### src/rtl/rps_params.svh
// rps_params.svh: offsets, field positions, reset values and frame lengths
// of the protocol select register bank.
// assumes it is included by bare name from the package and the modules.
`ifndef RPS_PARAMS_SVH
`define RPS_PARAMS_SVH

// register offsets on the host port
`define RPS_ADDR_W 5
`define RPS_ADDR_PROTO 5'h01
`define RPS_ADDR_TYPEB 5'h02
`define RPS_ADDR_TYPEA 5'h03

// reset values
`define RPS_PROTO_RST 8'h02
`define RPS_TYPEB_RST 8'h00
`define RPS_TYPEA_RST 8'h00

// protocol select fields
`define RPS_PS_NO_CRC 7
`define RPS_PS_DIRECT 6
`define RPS_PS_READER 5
`define RPS_PS_CODE_HI 4

// type b option fields
`define RPS_TB_GUARD_HI 7
`define RPS_TB_GUARD_LO 5
`define RPS_TB_END_LOW 4
`define RPS_TB_START_HIGH 3
`define RPS_TB_START_LOW 2
`define RPS_TB_GUARD_LAST 1
`define RPS_TB_MASK 8'hFE

// type a option fields
`define RPS_TA_SPLIT 7
`define RPS_TA_RATE_HI 6
`define RPS_TA_RATE_LO 5
`define RPS_TA_TX_PAR 4
`define RPS_TA_RX_PAR 3
`define RPS_TA_MASK 8'hF8

// frame lengths in elementary time units
`define RPS_ETU_LOW_SHORT 4'd10
`define RPS_ETU_LOW_LONG 4'd11
`define RPS_ETU_HIGH_SHORT 2'd2
`define RPS_ETU_HIGH_LONG 2'd3

`endif

### src/rtl/rps_pkg.sv
// rps_pkg: types shared by the protocol select register bank.
// assumes rps_params.svh is on the include path.
`include "rps_params.svh"

package rps_pkg;

    // air protocol family
    typedef enum logic [2:0] {
        RPS_FAM_VIC1,
        RPS_FAM_VIC2,
        RPS_FAM_PROXA,
        RPS_FAM_PROXB,
        RPS_FAM_PROP,
        RPS_FAM_UNSUP
    } rps_family_e;

    // bit rates on air
    typedef enum logic [3:0] {
        RPS_RATE_6K62,
        RPS_RATE_26K48,
        RPS_RATE_6K67,
        RPS_RATE_26K69,
        RPS_RATE_106K,
        RPS_RATE_212K,
        RPS_RATE_424K,
        RPS_RATE_848K,
        RPS_RATE_NONE
    } rps_rate_e;

    // decoded protocol configuration
    typedef struct packed {
        rps_family_e family;
        rps_rate_e rx_rate;
        rps_rate_e tx_rate;
        logic one_of_256;
        logic crc_expected;
        logic direct_mode1;
        logic supported;
        logic tx_final_even;
        logic rx_final_even;
    } rps_proto_s;

    // type b transmit framing
    typedef struct packed {
        logic [2:0] guard_etu;
        logic [3:0] end_low_etu;
        logic [1:0] start_high_etu;
        logic [3:0] start_low_etu;
        logic guard_after_last;
    } rps_typeb_s;

    // two-bit proximity rate code, used for receive and transmit rates
    function automatic rps_rate_e rps_prox_rate(input logic [1:0] code);
        rps_rate_e r;
        r = RPS_RATE_106K;
        case (code)
            2'h1: r = RPS_RATE_212K;
            2'h2: r = RPS_RATE_424K;
            2'h3: r = RPS_RATE_848K;
            default: r = RPS_RATE_106K;
        endcase
        return r;
    endfunction : rps_prox_rate

endpackage : rps_pkg

### src/rtl/rps_proto_decode.sv
// rps_proto_decode: turns the five-bit protocol code into family and rate.
// assumes a stable code from the register bank; purely combinational.
`timescale 1ns/1ps
`default_nettype none

module rps_proto_decode
    import rps_pkg::*;
(
    input wire logic [4:0] code_i,
    output rps_family_e family_o,
    output rps_rate_e rate_o,
    output logic one_of_256_o,
    output logic high_rate_o
);

    // family from the upper code bits, detail from the lower two
    always_comb begin
        family_o = RPS_FAM_UNSUP;
        rate_o = RPS_RATE_NONE;
        one_of_256_o = 1'b0;
        high_rate_o = 1'b0;
        case (code_i[4:2])
            3'h0: begin
                family_o = RPS_FAM_VIC1;
                rate_o = code_i[1] ? RPS_RATE_26K48 : RPS_RATE_6K62;
                one_of_256_o = code_i[0];
            end
            3'h1: begin
                family_o = RPS_FAM_VIC2;
                rate_o = code_i[1] ? RPS_RATE_26K69 : RPS_RATE_6K67;
                one_of_256_o = code_i[0];
            end
            3'h2: begin
                family_o = RPS_FAM_PROXA;
                rate_o = rps_prox_rate(code_i[1:0]);
                high_rate_o = |code_i[1:0];
            end
            3'h3: begin
                family_o = RPS_FAM_PROXB;
                rate_o = rps_prox_rate(code_i[1:0]);
                high_rate_o = |code_i[1:0];
            end
            3'h6: begin
                // only the two upper rate codes exist in this group
                if (code_i[1]) begin
                    family_o = RPS_FAM_PROP;
                    rate_o = code_i[0] ? RPS_RATE_424K : RPS_RATE_212K;
                end
            end
            default: begin
                family_o = RPS_FAM_UNSUP;
            end
        endcase
    end

endmodule : rps_proto_decode

`default_nettype wire

### src/rtl/rps_typeb_timing.sv
// rps_typeb_timing: type b transmit framing lengths from the option byte.
// assumes the option byte comes from the register bank; combinational.
`timescale 1ns/1ps
`default_nettype none
`include "rps_params.svh"

module rps_typeb_timing
    import rps_pkg::*;
(
    input wire logic [7:0] opt_i,
    input wire logic is_typeb_i,
    output rps_typeb_s frame_o
);

    // guard time only exists on type b transmit, so it is zero elsewhere
    always_comb begin
        frame_o.guard_etu = is_typeb_i ? opt_i[`RPS_TB_GUARD_HI:`RPS_TB_GUARD_LO] : 3'h0;
        frame_o.end_low_etu = opt_i[`RPS_TB_END_LOW] ?
            `RPS_ETU_LOW_LONG : `RPS_ETU_LOW_SHORT;
        frame_o.start_high_etu = opt_i[`RPS_TB_START_HIGH] ?
            `RPS_ETU_HIGH_LONG : `RPS_ETU_HIGH_SHORT;
        frame_o.start_low_etu = opt_i[`RPS_TB_START_LOW] ?
            `RPS_ETU_LOW_LONG : `RPS_ETU_LOW_SHORT;
        frame_o.guard_after_last = opt_i[`RPS_TB_GUARD_LAST];
    end

endmodule : rps_typeb_timing

`default_nettype wire

### src/rtl/rps_regs.sv
// rps_regs: protocol select, type b framing and type a rate/parity registers
// of the reader front end, with the decoded configuration they drive.
// assumes the host port logic runs on CLOCK_I; EN_I is an asynchronous pin.
//
// Summary of operation
// - protocol select resets to 0x02 on enable-low
// - bit 7 set means no receive crc
// - bit 6 picks direct mode 0 or 1
// - codes 0-3: single subcarrier vicinity, rate, coding
// - codes 4-7: double subcarrier vicinity, rate, coding
// - codes 8-11: type a, 106 to 848
// - codes 12-15: type b, 106 to 848
// - type a options also cleared by protocol writes
// - bits 7:5 give type b guard units
// - bit 4: end low length 11 or 10
// - bit 3: start high length 3 or 2
// - bit 2: start low length 11 or 10
// - bit 1: guard after final byte too
// - type a bit 7 splits transmit rate; code applies it only in high-rate type a or b modes
// - bits 6:5 pick transmit rate 106 to 848
// - bit 4: odd transmit parity, final even
// - bit 3: odd receive parity, final even; code applies it only in type a at 212 to 848
`timescale 1ns/1ps
`default_nettype none
`include "rps_params.svh"

module rps_regs
    import rps_pkg::*;
(
    input wire logic CLOCK_I,
    input wire logic RESETN_I,
    input wire logic EN_I,
    input wire logic HOST_WR_I,
    input wire logic HOST_RD_I,
    input wire logic [`RPS_ADDR_W-1:0] HOST_ADDR_I,
    input wire logic [7:0] HOST_WDATA_I,
    output logic [7:0] HOST_RDATA_O,
    output logic HOST_RVALID_O,
    output rps_proto_s CFG_PROTO_O,
    output rps_typeb_s CFG_TYPEB_O
);

    logic en_meta;
    logic en_sync;
    logic en_low;
    logic [7:0] protocol_select;
    logic [7:0] typeb_tx_framing_options;
    logic [7:0] typea_rate_parity_options;
    logic wr_proto;
    logic wr_typeb;
    logic wr_typea;
    rps_family_e dec_family;
    rps_rate_e dec_rate;
    logic dec_one_of_256;
    logic dec_high_rate;
    rps_typeb_s next_typeb;
    rps_proto_s next_proto;
    logic [7:0] next_rdata;

    // enable pin passes two flip-flops before anything looks at it
    always_ff @(posedge CLOCK_I or negedge RESETN_I) begin
        if (!RESETN_I) begin
            en_meta <= 1'b0;
            en_sync <= 1'b0;
        end else begin
            en_meta <= EN_I;
            en_sync <= en_meta;
        end
    end

    // enable low acts as a synchronous reset of the whole bank
    assign en_low = !en_sync;

    // write strobes per register; unmapped writes are dropped
    assign wr_proto = HOST_WR_I && (HOST_ADDR_I == `RPS_ADDR_PROTO);
    assign wr_typeb = HOST_WR_I && (HOST_ADDR_I == `RPS_ADDR_TYPEB);
    assign wr_typea = HOST_WR_I && (HOST_ADDR_I == `RPS_ADDR_TYPEA);

    // protocol select; bit 5 is stored as written and never steers logic
    always_ff @(posedge CLOCK_I or negedge RESETN_I) begin
        if (!RESETN_I) begin
            protocol_select <= `RPS_PROTO_RST;
        end else if (en_low) begin
            protocol_select <= `RPS_PROTO_RST;
        end else if (wr_proto) begin
            protocol_select <= HOST_WDATA_I;
        end
    end

    // type b options survive protocol writes
    always_ff @(posedge CLOCK_I or negedge RESETN_I) begin
        if (!RESETN_I) begin
            typeb_tx_framing_options <= `RPS_TYPEB_RST;
        end else if (en_low) begin
            typeb_tx_framing_options <= `RPS_TYPEB_RST;
        end else if (wr_typeb) begin
            typeb_tx_framing_options <= HOST_WDATA_I & `RPS_TB_MASK;
        end
    end

    // type a options fall back to zero whenever the protocol is rewritten
    always_ff @(posedge CLOCK_I or negedge RESETN_I) begin
        if (!RESETN_I) begin
            typea_rate_parity_options <= `RPS_TYPEA_RST;
        end else if (en_low || wr_proto) begin
            typea_rate_parity_options <= `RPS_TYPEA_RST;
        end else if (wr_typea) begin
            typea_rate_parity_options <= HOST_WDATA_I & `RPS_TA_MASK;
        end
    end

    rps_proto_decode u_decode (
        .code_i(protocol_select[`RPS_PS_CODE_HI:0]),
        .family_o(dec_family),
        .rate_o(dec_rate),
        .one_of_256_o(dec_one_of_256),
        .high_rate_o(dec_high_rate)
    );

    rps_typeb_timing u_typeb (
        .opt_i(typeb_tx_framing_options),
        .is_typeb_i(dec_family == RPS_FAM_PROXB),
        .frame_o(next_typeb)
    );

    // decoded configuration; transmit rate follows receive unless split
    always_comb begin
        next_proto.family = dec_family;
        next_proto.rx_rate = dec_rate;
        next_proto.one_of_256 = dec_one_of_256;
        next_proto.crc_expected = !protocol_select[`RPS_PS_NO_CRC];
        next_proto.direct_mode1 = protocol_select[`RPS_PS_DIRECT];
        next_proto.supported = (dec_family != RPS_FAM_UNSUP);
        next_proto.tx_rate = dec_rate;
        // split only counts in high-rate type a or b modes
        if (typea_rate_parity_options[`RPS_TA_SPLIT] && dec_high_rate) begin
            next_proto.tx_rate = rps_prox_rate(
                typea_rate_parity_options[`RPS_TA_RATE_HI:`RPS_TA_RATE_LO]);
        end
        next_proto.tx_final_even = typea_rate_parity_options[`RPS_TA_TX_PAR]
            && (dec_family == RPS_FAM_PROXA);
        next_proto.rx_final_even = typea_rate_parity_options[`RPS_TA_RX_PAR]
            && (dec_family == RPS_FAM_PROXA) && dec_high_rate;
    end

    // outputs are registered so the datapaths see glitch-free settings
    always_ff @(posedge CLOCK_I or negedge RESETN_I) begin
        if (!RESETN_I) begin
            CFG_PROTO_O <= '0;
            CFG_TYPEB_O <= '0;
        end else begin
            CFG_PROTO_O <= next_proto;
            CFG_TYPEB_O <= next_typeb;
        end
    end

    // read mux; unmapped addresses answer zero
    always_comb begin
        case (HOST_ADDR_I)
            `RPS_ADDR_PROTO: next_rdata = protocol_select;
            `RPS_ADDR_TYPEB: next_rdata = typeb_tx_framing_options;
            `RPS_ADDR_TYPEA: next_rdata = typea_rate_parity_options;
            default: next_rdata = 8'h00;
        endcase
    end

    // read answer one cycle after the strobe, data held until next read
    always_ff @(posedge CLOCK_I or negedge RESETN_I) begin
        if (!RESETN_I) begin
            HOST_RDATA_O <= 8'h00;
            HOST_RVALID_O <= 1'b0;
        end else begin
            HOST_RVALID_O <= HOST_RD_I;
            if (HOST_RD_I) begin
                HOST_RDATA_O <= next_rdata;
            end
        end
    end
endmodule : rps_regs

`default_nettype wire

### config.mk
export PLATFORM = sky130hd
export DESIGN_NAME = rps_regs
export DESIGN_NICKNAME = d
export VERILOG_FILES = /design/src/rtl/rps_pkg.sv /design/src/rtl/rps_proto_decode.sv /design/src/rtl/rps_typeb_timing.sv /design/src/rtl/rps_regs.sv
export VERILOG_INCLUDE_DIRS = /design/src /design/src/rtl
export SDC_FILE = /design/constraint.sdc
export NUM_CORES = 1
export LEC_CHECK = 0
export BUFFER_PORTS_ARGS = -buffer_cell sky130_fd_sc_hd__buf_4
export CORE_ASPECT_RATIO = 1.4
export CORE_UTILIZATION = 50
export CTS_BUF_LIST = sky130_fd_sc_hd__clkbuf_8 sky130_fd_sc_hd__clkbuf_16
export CTS_CLUSTER_SIZE = 20
export DETAILED_ROUTE_END_ITERATION = 7
export PLACE_DENSITY = 0.75
export SLEW_MARGIN = 20
export SYNTH_ARGS = -nofsm -noshare
export SYNTH_HDL_FRONTEND = slang
export SYNTH_HIERARCHICAL = 1
export SYNTH_SLANG_ARGS = --single-unit
export TNS_END_PERCENT = 1
### constraint.sdc
create_clock -name CLOCK_I -period 1.6 [get_ports CLOCK_I]
set_clock_uncertainty 0.05 [all_clocks]
set_input_delay 0.24 -clock CLOCK_I [delete_from_list [all_inputs] [get_ports CLOCK_I]]
set_output_delay 0.24 -clock CLOCK_I [all_outputs]
set_load 0.01 [all_outputs]
==> metrics.txt, run 1 <==
# TYPE chip_impl_metric gauge
chip_impl_metric{name="layout-drive-gt1-share",unit="%"} 35.97
chip_impl_metric{name="h-tree-depth",unit=""} 3
chip_impl_metric{name="full_die_area",unit="sq um"} 5434
chip_impl_metric{name="initial_core_util",unit="%"} 52.67
chip_impl_metric{name="total_power",unit="W"} 0.003150
chip_impl_metric{name="grt_start_max_net_pins",unit=""} 33
chip_impl_metric{name="drt-initial-drc-count",unit=""} 66
chip_impl_metric{name="io_pins",unit=""} 58
chip_impl_metric{name="maximum_root_to_sink_buffer_count",unit=""} 2
chip_impl_metric{name="global_route.overflow_total",unit=""} 0
chip_impl_info{name="cp-end-kind",value="flop"} 1
chip_impl_metric{name="clock.fmax",unit="MHz"} 673.0
chip_impl_metric{name="floorplan.rows",unit=""} 30
chip_impl_metric{name="tritoncts_sinks",unit=""} 62
chip_impl_metric{name="min_period_over_period",unit="%"} 92.87
chip_impl_metric{name="fp.dieH",unit="um"} 86.83
chip_impl_info{name="r2r-end",value="CFG_PROTO_O[6]"} 1
chip_impl_metric{name="maxSlewViolCount",unit=""} 0
chip_impl_metric{name="tightest_slew",unit="ns"} 0.4954
chip_impl_info{name="timing.critical_path.from_type",value="flop"} 1
chip_impl_metric{name="layout_min_cycle_time",unit="ns"} 1.486
chip_impl_info{name="timing.critical_path.to",value="CFG_PROTO_O[6]"} 1
chip_impl_metric{name="yosysWarningCount",unit=""} 6
chip_impl_metric{name="clock_latency",unit="ns"} 0.34
chip_impl_metric{name="numCtsBuffers",unit=""} 9
chip_impl_metric{name="diodes",unit=""} 0
chip_impl_metric{name="grt_pass1_vias",unit=""} 1806
chip_impl_metric{name="drv_cap",unit=""} 0
chip_impl_metric{name="grt_pass1_wl",unit="um"} 8721
chip_impl_metric{name="grt.total_usage",unit="%"} 21.51
chip_impl_metric{name="setup_violations",unit=""} 0
chip_impl_metric{name="power.ir.vdd_worst",unit="mV"} 0.6730
chip_impl_metric{name="postRouteAntennaNets",unit=""} 0
chip_impl_metric{name="wire_per_inst",unit="um"} 14.97
chip_impl_metric{name="cp.arrival",unit="ns"} 1.66
chip_impl_metric{name="die_w",unit="um"} 62.59
chip_impl_metric{name="cp.required",unit="ns"} 1.77
chip_impl_metric{name="setup_tns",unit="ns"} 0
chip_impl_info{name="cts_tree",value="yes"} 1
chip_impl_info{name="grt_setup_unrepaired",value="false"} 1
chip_impl_metric{name="grt_antenna_before_repair",unit=""} 0
chip_impl_metric{name="drtPass1Iterations",unit=""} 4
chip_impl_metric{name="timing.reg2reg.setup_slack",unit="ns"} 0.11
chip_impl_metric{name="max-slew-margin-rel",unit="%"} 66.83
chip_impl_metric{name="fill_cells",unit=""} 398
chip_impl_metric{name="finalNetCount",unit=""} 291
chip_impl_metric{name="totalWireLength",unit="um"} 5121
chip_impl_metric{name="path_max_fanout",unit=""} 11
chip_impl_metric{name="avgSynthCellArea",unit="sq um"} 12.18
chip_impl_metric{name="route.vias.total",unit=""} 1843
chip_impl_info{name="timing.critical_path.from",value="protocol_select[4]"} 1
chip_impl_metric{name="syn_to_final_growth",unit="%"} 26.63
chip_impl_metric{name="routabilityCongestion",unit=""} 0.8606
chip_impl_info{name="hp-class",value="in -> reg"} 1
chip_impl_info{name="critPathKind",value="reg -> reg"} 1
chip_impl_metric{name="worst-r2r-cell-count",unit=""} 4
chip_impl_metric{name="pwr_density_cell",unit="nW/um^2"} 967.9
chip_impl_info{name="critical_path.reg2reg.startpoint",value="protocol_select[4]"} 1
chip_impl_metric{name="post_synth_inst_count",unit=""} 211
chip_impl_metric{name="detailed_place_hpwl",unit="um"} 3660
chip_impl_metric{name="cellLeakagePower",unit="nW"} 1.527
chip_impl_metric{name="timing_hold_violations_final",unit=""} 0
chip_impl_info{name="cts.root.buffer_cell",value="sky130_fd_sc_hd__clkbuf_8"} 1
chip_impl_metric{name="cts.clk_slew.worst_paths",unit="ns"} 0.07
chip_impl_info{name="outcome",value="finished, final reports clean"} 1
chip_impl_metric{name="synthesis.area",unit="sq um"} 2570
chip_impl_metric{name="design.core.area",unit="sq um"} 4880
chip_impl_metric{name="drcViolationCount",unit=""} 0
chip_impl_metric{name="vias_per_cell",unit=""} 5.389
chip_impl_metric{name="port_buffers",unit=""} 57
==> cells in the final DEF, fill, tap and decap left out, types with 4 or more instances in the layout <==
master,count
sky130_fd_sc_hd__o21ai_0,21
sky130_fd_sc_hd__nand2_1,4
sky130_fd_sc_hd__inv_1,4
sky130_fd_sc_hd__conb_1,7
sky130_fd_sc_hd__a21oi_1,5
sky130_fd_sc_hd__mux2i_1,5
sky130_fd_sc_hd__clkbuf_8,11
sky130_fd_sc_hd__nor3_1,6
sky130_fd_sc_hd__and2_1,4
sky130_fd_sc_hd__a221o_2,7
sky130_fd_sc_hd__dfrtp_1,61
sky130_fd_sc_hd__a21boi_0,14
sky130_fd_sc_hd__nand3_1,21
sky130_fd_sc_hd__buf_4,64
sky130_fd_sc_hd__nor2b_1,4
==> flip-flops by register name, summed over array words and instances, names as in the netlist <==
register                   flops
CFG_PROTO_O                   17
typea_rate_parity_options      5
protocol_select                8
HOST_RVALID_O                  1
en_meta                        1
HOST_RDATA_O                   8
en_sync                        1
CFG_TYPEB_O                   14
typeb_tx_framing_options       7
==> how the worst min path moves through the flow <==
stage                         start             end  slack (ns)  depth (start not counted)
after floorplan            RESETN_I  CFG_PROTO_O[0]       -0.11                          0
after global placement     RESETN_I  CFG_TYPEB_O[9]        0.15                          1
after detailed placement   RESETN_I  CFG_TYPEB_O[9]        0.15                          1
after CTS                 HOST_RD_I   HOST_RVALID_O       0.001                          1
after global routing      HOST_RD_I   HOST_RVALID_O       0.006                          1
final                     HOST_RD_I   HOST_RVALID_O       0.009                          1
==> area by class of cell <==
cell class | instances | area (sq um) | area share (%)
clock inverter | 5 | 48.80 | 1.499
timing repair buffer | 67 | 520.5 | 15.99
inverter | 3 | 11.26 | 0.3460
multi-input combinational | 130 | 889.6 | 27.34
tap | 64 | 80.08 | 2.461
clock buffer | 11 | 151.4 | 4.652
sequential | 62 | 1553 | 47.71
==> worst max-delay path: stages (launching register included) <==
cell	delay, ns
sky130_fd_sc_hd__dfrtp_1	0.50
sky130_fd_sc_hd__nor2b_2	0.25
sky130_fd_sc_hd__o21a_1	0.17
sky130_fd_sc_hd__nand2_1	0.12
sky130_fd_sc_hd__mux2_2	0.30
==> repair_timing <==
| item | 4_1_cts | 5_1_grt |
|---|---|---|
| endpoints found under the hold margin | 31 | 0 |
| gates resized for setup | 0 | 0 |
| setup buffers | 0 | 0 |
| hold buffers | 2 | 0 |
| endpoints found under the setup margin | 0 | 0 |
==> metal layers <==
metal | vias to the layer above | global-route usage [%] | part of all wire [%] | wire length (um)
met3 | 13 | 4.211 | 5.2 | 264
met1 | 907 | 25.92 | 42 | 2131
met2 | 62 | 35.18 | 51 | 2597
li1 | 861 | - | - | -
met5 | - | 0 | 0 | 0
met4 | 0 | 14.16 | 2.5 | 127
==> report_power, final <==
part | switching (W) | internal [W] | leakage (nW)
clock network | 0.000557 | 0.000790 | 0.110
registers | 0.0000152 | 0.00159 | 0.818
logic | 0.000111 | 0.0000865 | 0.598
==> per-stage QoR <==
stage / hold WS, ns / std cells / instance area (sq um) / utilization [%] / setup WS (ns)
2_1_floorplan: -0.1056 / 216 / 2589 / - / 0.2327
3_3_place_gp: 0.1514 / 324 / 3034 / 62.18 / 0.1139
3_5_place_dp: 0.1542 / 324 / 3034 / 62.18 / 0.1052
4_1_cts: 0.001015 / 342 / 3254 / 66.69 / 0.1165
5_1_grt: 0.005517 / 342 / 3254 / 66.69 / 0.006929
6_report: 0.009385 / 342 / 3254 / 66.69 / 0.1141
No activity file was read; power rests on OpenSTA's default activity.
==> run 2: changes to the inputs <==
--- a/config.mk
+++ b/config.mk
@@ -12,10 +12,9 @@
 export CTS_BUF_LIST = sky130_fd_sc_hd__clkbuf_8 sky130_fd_sc_hd__clkbuf_16
 export CTS_CLUSTER_SIZE = 20
 export DETAILED_ROUTE_END_ITERATION = 7
-export PLACE_DENSITY = 0.75
+export PLACE_DENSITY = 0.76
 export SLEW_MARGIN = 20
 export SYNTH_ARGS = -nofsm -noshare
 export SYNTH_HDL_FRONTEND = slang
-export SYNTH_HIERARCHICAL = 1
 export SYNTH_SLANG_ARGS = --single-unit
 export TNS_END_PERCENT = 1
==> metrics.txt, run 2 <==
# TYPE chip_impl_metric gauge
chip_impl_metric{name="floorplan.rows",unit=""} 28
chip_impl_metric{name="number_of_flip_flops_in_the_largest_register",unit=""} 17
chip_impl_metric{name="cp.required",unit="ns"} 1.78
chip_impl_info{name="most_flops_register",value="CFG_PROTO_O"} 1
chip_impl_metric{name="detailed_place_hpwl",unit="um"} 3377
chip_impl_info{name="cts.root.buffer_cell",value="sky130_fd_sc_hd__clkbuf_8"} 1
chip_impl_metric{name="power.ir.vdd_worst",unit="mV"} 0.5862
chip_impl_info{name="critPathKind",value="reg -> reg"} 1
chip_impl_metric{name="avgSynthCellArea",unit="sq um"} 10.99
chip_impl_info{name="yosys_most_used_dff",value="sky130_fd_sc_hd__dfrtp_1"} 1
chip_impl_info{name="critical-path-slowest-cell",value="sky130_fd_sc_hd__dfrtp_1"} 1
chip_impl_metric{name="cts_resized",unit=""} 0
chip_impl_info{name="timing.critical_path.from_type",value="flop"} 1
chip_impl_metric{name="die_w",unit="um"} 59.57
chip_impl_metric{name="grt.total_usage",unit="%"} 21.42
chip_impl_metric{name="tightest_slew",unit="ns"} 0.6660
chip_impl_metric{name="part_of_the_power_in_combinational_logic",unit="%"} 7.4
chip_impl_metric{name="power.net_switching",unit="W"} 0.0005489
chip_impl_metric{name="grt_start_max_net_pins",unit=""} 57
chip_impl_metric{name="vias_per_cell",unit=""} 5.380
chip_impl_metric{name="cts.clk_slew.worst_paths",unit="ns"} 0.09
chip_impl_metric{name="tritoncts_sinks",unit=""} 56
chip_impl_metric{name="numCtsBuffers",unit=""} 5
chip_impl_metric{name="power_switching_share",unit="%"} 21.39
chip_impl_metric{name="yosysWarningCount",unit=""} 0
chip_impl_metric{name="synth_top_area_share",unit="%"} 59.33
chip_impl_info{name="layout_commonest_cell",value="sky130_fd_sc_hd__buf_4"} 1
chip_impl_metric{name="post_synth_inst_count",unit=""} 211
chip_impl_metric{name="h-tree-depth",unit=""} 2
chip_impl_metric{name="drv_cap",unit=""} 0
chip_impl_metric{name="totalWireLength",unit="um"} 4742
chip_impl_metric{name="power_report.internal_total",unit="W"} 0.002017
chip_impl_metric{name="pwr_density_cell",unit="nW/um^2"} 882.2
chip_impl_info{name="cp-end-kind",value="flop"} 1
chip_impl_metric{name="port_buffers",unit=""} 55
chip_impl_metric{name="min_period_over_period",unit="%"} 85.56
chip_impl_metric{name="drt-initial-drc-count",unit=""} 56
chip_impl_metric{name="setup_violations",unit=""} 0
chip_impl_metric{name="synth_sequential_area_ratio",unit="%"} 60.46
chip_impl_metric{name="sequentialPowerShare",unit="%"} 56.0
chip_impl_metric{name="grt_pass1_wl",unit="um"} 7776
chip_impl_info{name="synthTopCellsByArea",value="sky130_fd_sc_hd__dfrtp_1, sky130_fd_sc_hd__o21ai_1, sky130_fd_sc_hd__a21boi_1"} 1
chip_impl_metric{name="max-slew-margin-rel",unit="%"} 55.60
chip_impl_metric{name="final_critical_path_setup_slack",unit="ns"} 0.2311
chip_impl_metric{name="wire_per_inst",unit="um"} 14.55
chip_impl_metric{name="cp_peak_stage_delay",unit="ns"} 0.52
chip_impl_metric{name="fp.dieH",unit="um"} 82.59
chip_impl_info{name="grt_setup_unrepaired",value="false"} 1
chip_impl_metric{name="cell_variety_after_synth",unit=""} 32
chip_impl_info{name="outcome",value="finished, final reports clean"} 1
chip_impl_metric{name="finalNetCount",unit=""} 283
chip_impl_metric{name="timing_hold_violations_final",unit=""} 0
chip_impl_info{name="top_cells_by_count_synth",value="sky130_fd_sc_hd__dfrtp_1, sky130_fd_sc_hd__o21ai_1, sky130_fd_sc_hd__nand3_1"} 1
chip_impl_metric{name="setup_tns",unit="ns"} 0
chip_impl_metric{name="diodes",unit=""} 0
chip_impl_info{name="mostFrequentLayoutCells",value="sky130_fd_sc_hd__buf_4, sky130_fd_sc_hd__dfrtp_1, sky130_fd_sc_hd__o21ai_1, sky130_fd_sc_hd__nand3_1, sky130_fd_sc_hd__a21boi_1"} 1
chip_impl_metric{name="worst-r2r-cell-count",unit=""} 3
chip_impl_metric{name="layout_min_cycle_time",unit="ns"} 1.369
chip_impl_info{name="cts_tree",value="yes"} 1
chip_impl_info{name="critical_path.cell_chain",value="nand2b_1 -> or2_1 -> a31oi_1"} 1
chip_impl_metric{name="path_max_fanout",unit=""} 12
chip_impl_metric{name="initial_core_util",unit="%"} 53.40
chip_impl_info{name="hp-class",value="in -> reg"} 1
chip_impl_metric{name="drcViolationCount",unit=""} 0
chip_impl_metric{name="postRouteAntennaNets",unit=""} 0
chip_impl_metric{name="syn_to_final_growth",unit="%"} 25.40
chip_impl_metric{name="full_die_area",unit="sq um"} 4919
chip_impl_metric{name="global_route.overflow_total",unit=""} 0
chip_impl_metric{name="synth-async-reset-ratio",unit="%"} 100.0
chip_impl_metric{name="maximum_root_to_sink_buffer_count",unit=""} 2
chip_impl_metric{name="design.core.area",unit="sq um"} 4344
chip_impl_metric{name="min_delay_path_depth",unit=""} 1
chip_impl_metric{name="grt_pass1_vias",unit=""} 1634
chip_impl_metric{name="drtPass1Iterations",unit=""} 4
chip_impl_metric{name="timing.reg2reg.setup_slack",unit="ns"} 0.23
chip_impl_metric{name="routabilityCongestion",unit=""} 0.8593
chip_impl_metric{name="io_pins",unit=""} 58
chip_impl_metric{name="clock_latency",unit="ns"} 0.30
chip_impl_metric{name="maxSlewViolCount",unit=""} 0
chip_impl_metric{name="route.vias.total",unit=""} 1754
chip_impl_metric{name="detailedPlace.worstSlack",unit="ns"} 0.04056
chip_impl_metric{name="grt_antenna_before_repair",unit=""} 0
chip_impl_metric{name="cp.arrival",unit="ns"} 1.55
chip_impl_metric{name="post-cts-setup-buffer-count",unit=""} 0
chip_impl_info{name="yosysMostFrequentCell",value="sky130_fd_sc_hd__dfrtp_1"} 1
chip_impl_metric{name="synth-seq-cells",unit=""} 56
chip_impl_metric{name="share_clk_of_total_power",unit="%"} 36.6
chip_impl_metric{name="cellLeakagePower",unit="nW"} 1.362
chip_impl_metric{name="synthesis.area",unit="sq um"} 2320
chip_impl_metric{name="clock.fmax",unit="MHz"} 730.5
chip_impl_metric{name="layout-drive-gt1-share",unit="%"} 28.57
chip_impl_metric{name="synth_enable_flop_cells",unit=""} 0
chip_impl_info{name="synth_top_area_cell",value="sky130_fd_sc_hd__dfrtp_1"} 1
## run 2: final cells by class
class / instances / area [sq um]
Clock buffer: 6 / 82.58
Sequential cell: 56 / 1403
Timing Repair Buffer: 66 / 500.5
Fill cell: 364 / 1435
Inverter: 14 / 52.55
Tap cell: 60 / 75.07
Multi-Input combinational cell: 122 / 757.0
Clock inverter: 2 / 38.79
## run 2: kinds of logic (layout without fill, tap and decap cells)
| family | after synthesis | after routing | synth area share, % |
|---|---|---|---|
| compound gates | 65 | 65 | 17.26 |
| buf+inv | 34 | 88 | 7.335 |
| flops | 56 | 56 | 60.46 |
| mux | 5 | 5 | 2.427 |
| other cells | 2 | 3 | 0.3237 |
| simple gates | 49 | 49 | 12.19 |
## run 2: final timing paths
check,start,end
worst max register to register,protocol_select[4],CFG_PROTO_O[6]
worst max-delay path,protocol_select[4],CFG_PROTO_O[6]
worst min-delay path,HOST_RD_I,HOST_RVALID_O
max in group asynchronous,RESETN_I,protocol_select[7]
min in group asynchronous,RESETN_I,CFG_PROTO_O[10]
worst min register to register,en_meta,en_sync
## run 2: power groups by stage
stage | combinational [W] | clock [W] | sequential [W]
finish | 0.000189 | 0.000940 | 0.00144
global route | 0.000209 | 0.00102 | 0.00144
CTS | 0.000190 | 0.000968 | 0.00144
detailed placement | 0.000185 | 0 | 0.00147
global placement | 0.000184 | 0 | 0.00147
floorplan | 0.0000798 | 0 | 0.00147
## run 2: metal layers
| layer | vias up | share of wire, % | GRT usage, % |
|---|---|---|---|
| met3 | 10 | 5.3 | 4.206 |
| met5 | - | 0 | 0 |
| met1 | 837 | 41 | 25.74 |
| li1 | 841 | - | - |
| met4 | 0 | 2.2 | 7.907 |
| met2 | 66 | 52 | 37.64 |
## run 2: per-stage QoR
stage | utilization [%] | hold WS, ns | instance area (sq um) | std cells | total power, W
floorplan | - | -0.1056 | 2323 | 212 | 0.001548
global placement | 63.71 | 0.2695 | 2768 | 316 | 0.001649
detailed placement | 63.71 | 0.2720 | 2768 | 316 | 0.001651
CTS | 66.96 | 0.07885 | 2909 | 326 | 0.002595
global route | 66.96 | 0.07863 | 2909 | 326 | 0.002670
finish | 66.96 | 0.08981 | 2909 | 326 | 0.002566
## run 2: timing repair
| item | in CTS | in global routing |
|---|---|---|
| hold buffers | 2 | 0 |
| endpoints found under the setup margin | 0 | 0 |
| endpoints found under the hold margin | 56 | 0 |
## run 2: critical path: cells and delay by family (launching register included)
kind             cells  cell delay, ns
AO/OA/AOI/OAI        1            0.16
flip-flops           1            0.52
AND/OR/NAND/NOR      2            0.57
==> run 3: changes to the inputs <==
--- a/config.mk
+++ b/config.mk
@@ -6,14 +6,14 @@
 export SDC_FILE = /design/constraint.sdc
 export NUM_CORES = 1
 export LEC_CHECK = 0
+export ABC_AREA = 1
 export BUFFER_PORTS_ARGS = -buffer_cell sky130_fd_sc_hd__buf_4
 export CORE_ASPECT_RATIO = 1.4
-export CORE_UTILIZATION = 50
+export CORE_UTILIZATION = 48
 export CTS_BUF_LIST = sky130_fd_sc_hd__clkbuf_8 sky130_fd_sc_hd__clkbuf_16
 export CTS_CLUSTER_SIZE = 20
 export DETAILED_ROUTE_END_ITERATION = 7
 export PLACE_DENSITY = 0.76
-export SLEW_MARGIN = 20
 export SYNTH_ARGS = -nofsm -noshare
 export SYNTH_HDL_FRONTEND = slang
 export SYNTH_SLANG_ARGS = --single-unit
==> constraint.sdc (replaced) <==
create_clock -name CLOCK_I -period 1.2 [get_ports CLOCK_I]
set_clock_uncertainty 0.05 [all_clocks]
set_input_delay 0.18 -clock CLOCK_I [delete_from_list [all_inputs] [get_ports CLOCK_I]]
set_output_delay 0.18 -clock CLOCK_I [all_outputs]
set_load 0.01 [all_outputs]
==> metrics.txt, run 3 <==
# TYPE chip_impl_metric gauge
chip_impl_info{name="outcome",value="finished, violations left"} 1
chip_impl_info{name="violations",value="negative setup slack"} 1
chip_impl_metric{name="holdWs",unit="ns"} 0.03889
chip_impl_metric{name="synthesis.area",unit="sq um"} 2414
chip_impl_info{name="timing.critical_path.from_type",value="flop"} 1
chip_impl_metric{name="cts.clk_slew.worst_paths",unit="ns"} 0.10
chip_impl_info{name="cts.root.buffer_cell",value="sky130_fd_sc_hd__clkbuf_8"} 1
chip_impl_metric{name="final_cells",unit=""} 390
chip_impl_metric{name="timing_hold_violations_final",unit=""} 0
chip_impl_metric{name="full_die_area",unit="sq um"} 5320
chip_impl_info{name="critPathMostFrequentCell",value="sky130_fd_sc_hd__nand2_1"} 1
chip_impl_info{name="yosysMostFrequentCell",value="sky130_fd_sc_hd__nand2_1"} 1
chip_impl_metric{name="post_synth_inst_count",unit=""} 252
chip_impl_metric{name="power_report.internal_total",unit="W"} 0.002659
chip_impl_info{name="cp-end-kind",value="flop"} 1
chip_impl_metric{name="floorplan.rows",unit=""} 30
chip_impl_info{name="layout_commonest_cell",value="sky130_fd_sc_hd__buf_4"} 1
chip_impl_metric{name="grt_pass1_wl",unit="um"} 8259
chip_impl_metric{name="totalWireLength",unit="um"} 5174
chip_impl_metric{name="drcViolationCount",unit=""} 0
chip_impl_metric{name="timing.reg2reg.setup_slack",unit="ns"} -0.01
chip_impl_metric{name="fp.dieH",unit="um"} 85.90
chip_impl_metric{name="maxSlewViolCount",unit=""} 0
chip_impl_metric{name="tritoncts_sinks",unit=""} 56
chip_impl_metric{name="final_critical_path_setup_slack",unit="ns"} -0.01362
chip_impl_metric{name="clock.fmax",unit="MHz"} 824.0
chip_impl_metric{name="sequentialPowerShare",unit="%"} 55.5
chip_impl_metric{name="diodes",unit=""} 0
chip_impl_info{name="cts_tree",value="yes"} 1
chip_impl_metric{name="cp.required",unit="ns"} 1.36
chip_impl_metric{name="cellLeakagePower",unit="nW"} 1.668
chip_impl_metric{name="maximum_root_to_sink_buffer_count",unit=""} 2
chip_impl_metric{name="drv_cap",unit=""} 0
chip_impl_info{name="top_cells_by_count_synth",value="sky130_fd_sc_hd__nand2_1, sky130_fd_sc_hd__dfrtp_1, sky130_fd_sc_hd__nand3_1"} 1
chip_impl_metric{name="drtPass1Iterations",unit=""} 4
chip_impl_metric{name="wire_per_inst",unit="um"} 13.27
chip_impl_metric{name="initial_core_util",unit="%"} 49.84
chip_impl_metric{name="syn_to_final_growth",unit="%"} 32.66
chip_impl_metric{name="grt.total_usage",unit="%"} 21.63
chip_impl_metric{name="layout-drive-gt1-share",unit="%"} 35.58
chip_impl_metric{name="power.ir.vdd_worst",unit="mV"} 0.8229
chip_impl_info{name="synth_top_area_cell",value="sky130_fd_sc_hd__dfrtp_1"} 1
chip_impl_info{name="most_flops_register",value="CFG_PROTO_O"} 1
chip_impl_metric{name="synth-seq-cells",unit=""} 56
chip_impl_metric{name="synth_sequential_area_ratio",unit="%"} 58.11
chip_impl_metric{name="finalInstanceArea",unit="sq um"} 3202
chip_impl_metric{name="power_switching_share",unit="%"} 23.00
chip_impl_metric{name="drt-initial-drc-count",unit=""} 88
chip_impl_metric{name="cp.arrival",unit="ns"} 1.37
chip_impl_metric{name="cell_variety_after_synth",unit=""} 27
chip_impl_metric{name="global_route.overflow_total",unit=""} 0
chip_impl_metric{name="vias_per_cell",unit=""} 4.987
chip_impl_metric{name="place_inst",unit=""} 376
chip_impl_info{name="mostFrequentLayoutCells",value="sky130_fd_sc_hd__buf_4, sky130_fd_sc_hd__nand2_1, sky130_fd_sc_hd__dfrtp_1, sky130_fd_sc_hd__nand3_1, sky130_fd_sc_hd__inv_1"} 1
chip_impl_info{name="critical_path.cell_chain",value="nand2_2 -> inv_2 -> buf_4 -> nand2_1 -> nand2_1 -> inv_1 -> nand2_1 -> nand2_1 -> nand2_1"} 1
chip_impl_metric{name="postRouteAntennaNets",unit=""} 0
chip_impl_metric{name="avgSynthCellArea",unit="sq um"} 9.578
chip_impl_metric{name="die_w",unit="um"} 61.93
chip_impl_metric{name="route.vias.total",unit=""} 1945
chip_impl_metric{name="yosysWarningCount",unit=""} 0
chip_impl_metric{name="synth_top_area_share",unit="%"} 57.02
chip_impl_metric{name="detailed_place_hpwl",unit="um"} 3902
chip_impl_metric{name="layout_min_cycle_time",unit="ns"} 1.214
chip_impl_metric{name="cp_peak_stage_delay",unit="ns"} 0.43
chip_impl_metric{name="design.core.area",unit="sq um"} 4842
chip_impl_info{name="hp-class",value="in -> reg"} 1
chip_impl_metric{name="synth-async-reset-ratio",unit="%"} 100.0
chip_impl_metric{name="dpl_cell_area",unit="sq um"} 2982
chip_impl_metric{name="number_of_flip_flops_in_the_largest_register",unit=""} 17
chip_impl_metric{name="power.net_switching",unit="W"} 0.0007942
chip_impl_info{name="yosys_most_used_dff",value="sky130_fd_sc_hd__dfrtp_1"} 1
chip_impl_metric{name="routabilityCongestion",unit=""} 0.8983
chip_impl_metric{name="grt_pass1_vias",unit=""} 1804
chip_impl_info{name="critical-path-top-delay-family",value="flip-flops"} 1
chip_impl_metric{name="h-tree-depth",unit=""} 2
chip_impl_metric{name="clock_latency",unit="ns"} 0.31
chip_impl_metric{name="grt_antenna_before_repair",unit=""} 0
chip_impl_metric{name="synth_enable_flop_cells",unit=""} 0
chip_impl_metric{name="detailedPlace.worstSlack",unit="ns"} -0.01422
chip_impl_metric{name="port_buffers",unit=""} 55
chip_impl_info{name="grt_setup_unrepaired",value="true"} 1
chip_impl_metric{name="numCtsBuffers",unit=""} 5
chip_impl_metric{name="grt_start_max_net_pins",unit=""} 31
chip_impl_info{name="critPathKind",value="reg -> reg"} 1
chip_impl_info{name="synthTopCellsByArea",value="sky130_fd_sc_hd__dfrtp_1, sky130_fd_sc_hd__nand2_1, sky130_fd_sc_hd__nand3_1"} 1
chip_impl_metric{name="path_max_fanout",unit=""} 4
chip_impl_metric{name="worstPathBufferInverterCount",unit=""} 3
chip_impl_metric{name="fill_cells",unit=""} 397
chip_impl_metric{name="share_clk_of_total_power",unit="%"} 35.9
chip_impl_metric{name="io_pins",unit=""} 58
chip_impl_metric{name="min_period_over_period",unit="%"} 101.1
chip_impl_metric{name="part_of_the_power_in_combinational_logic",unit="%"} 8.6
chip_impl_metric{name="setup_violations",unit=""} 1
chip_impl_info{name="critical-path-slowest-cell",value="sky130_fd_sc_hd__dfrtp_1"} 1
chip_impl_metric{name="pwr_density_cell",unit="nW/um^2"} 1078
chip_impl_metric{name="finalNetCount",unit=""} 343
## run 3: cell families after synthesis
kind of cell	after synthesis	synth area share, %
simple gates	143	29.29
compound gates	14	3.369
buf+inv	37	8.916
other cells	2	0.3112
flops	56	58.11
## run 3: area by class of cell
type	instances	area (sq um)	share of cell area [%]
clock buffers	5	68.82	2.149
clock inverters	3	46.29	1.446
inverters	21	86.33	2.696
multi-input cells	160	848.3	26.49
flip-flops and latches	56	1403	43.81
well taps	64	80.08	2.501
repair buffers	81	669.4	20.91
## run 3: worst reg2reg max path: cells and delay by family (launching register included)
| kind | cells | cell delay [ns] |
|---|---|---|
| DFF | 1 | 0.43 |
| and+or+nand+nor | 6 | 0.38 |
| buffers and inverters | 3 | 0.25 |
## run 3: final timing paths
path | to | depth (start not counted) | from
min reg2reg | en_sync | 0 | en_meta
max in group asynchronous | typea_rate_parity_options[5] | 3 | RESETN_I
min in group asynchronous | typeb_tx_framing_options[5] | 2 | RESETN_I
min | protocol_select[1] | 3 | HOST_WDATA_I[1]
max | CFG_PROTO_O[7] | 9 | protocol_select[3]
max reg2reg | CFG_PROTO_O[7] | 9 | protocol_select[3]
## run 3: repair_timing
action,4_1_cts,5_1_grt
pin swaps,1,4
cloned,0,0
endpoints found under the setup margin,2,6
setup buffers,0,3
gates resized for setup,1,14
hold buffers,3,0
hold endpoints to repair,58,0
## run 3: per-stage QoR
stage / utilization [%] / power [W] / TNS, ns
finish: 66.12 / 0.003453 / -0.01362
global route: 66.12 / 0.003593 / -0.3211
CTS: 64.63 / 0.003476 / 0
detailed placement: 61.58 / 0.002241 / -0.06885
global placement: 61.58 / 0.002236 / -0.009228
floorplan: - / 0.002087 / 0
## run 3: power groups by stage
stage,logic (W),clock network [W],registers [W]
finish,0.000295,0.00124,0.00192
detailed placement,0.000286,0,0.00195
floorplan,0.000129,0,0.00196
CTS,0.000295,0.00126,0.00192
global placement,0.000282,0,0.00195
global route,0.000325,0.00135,0.00192
## run 3: per-layer routing
layer	vias up	wire length, um	global-route usage, %
met5	-	0	0
met3	18	224	3.318
met2	67	2872	37.15
li1	947	-	-
met1	913	1865	24.78
met4	0	212	11.72
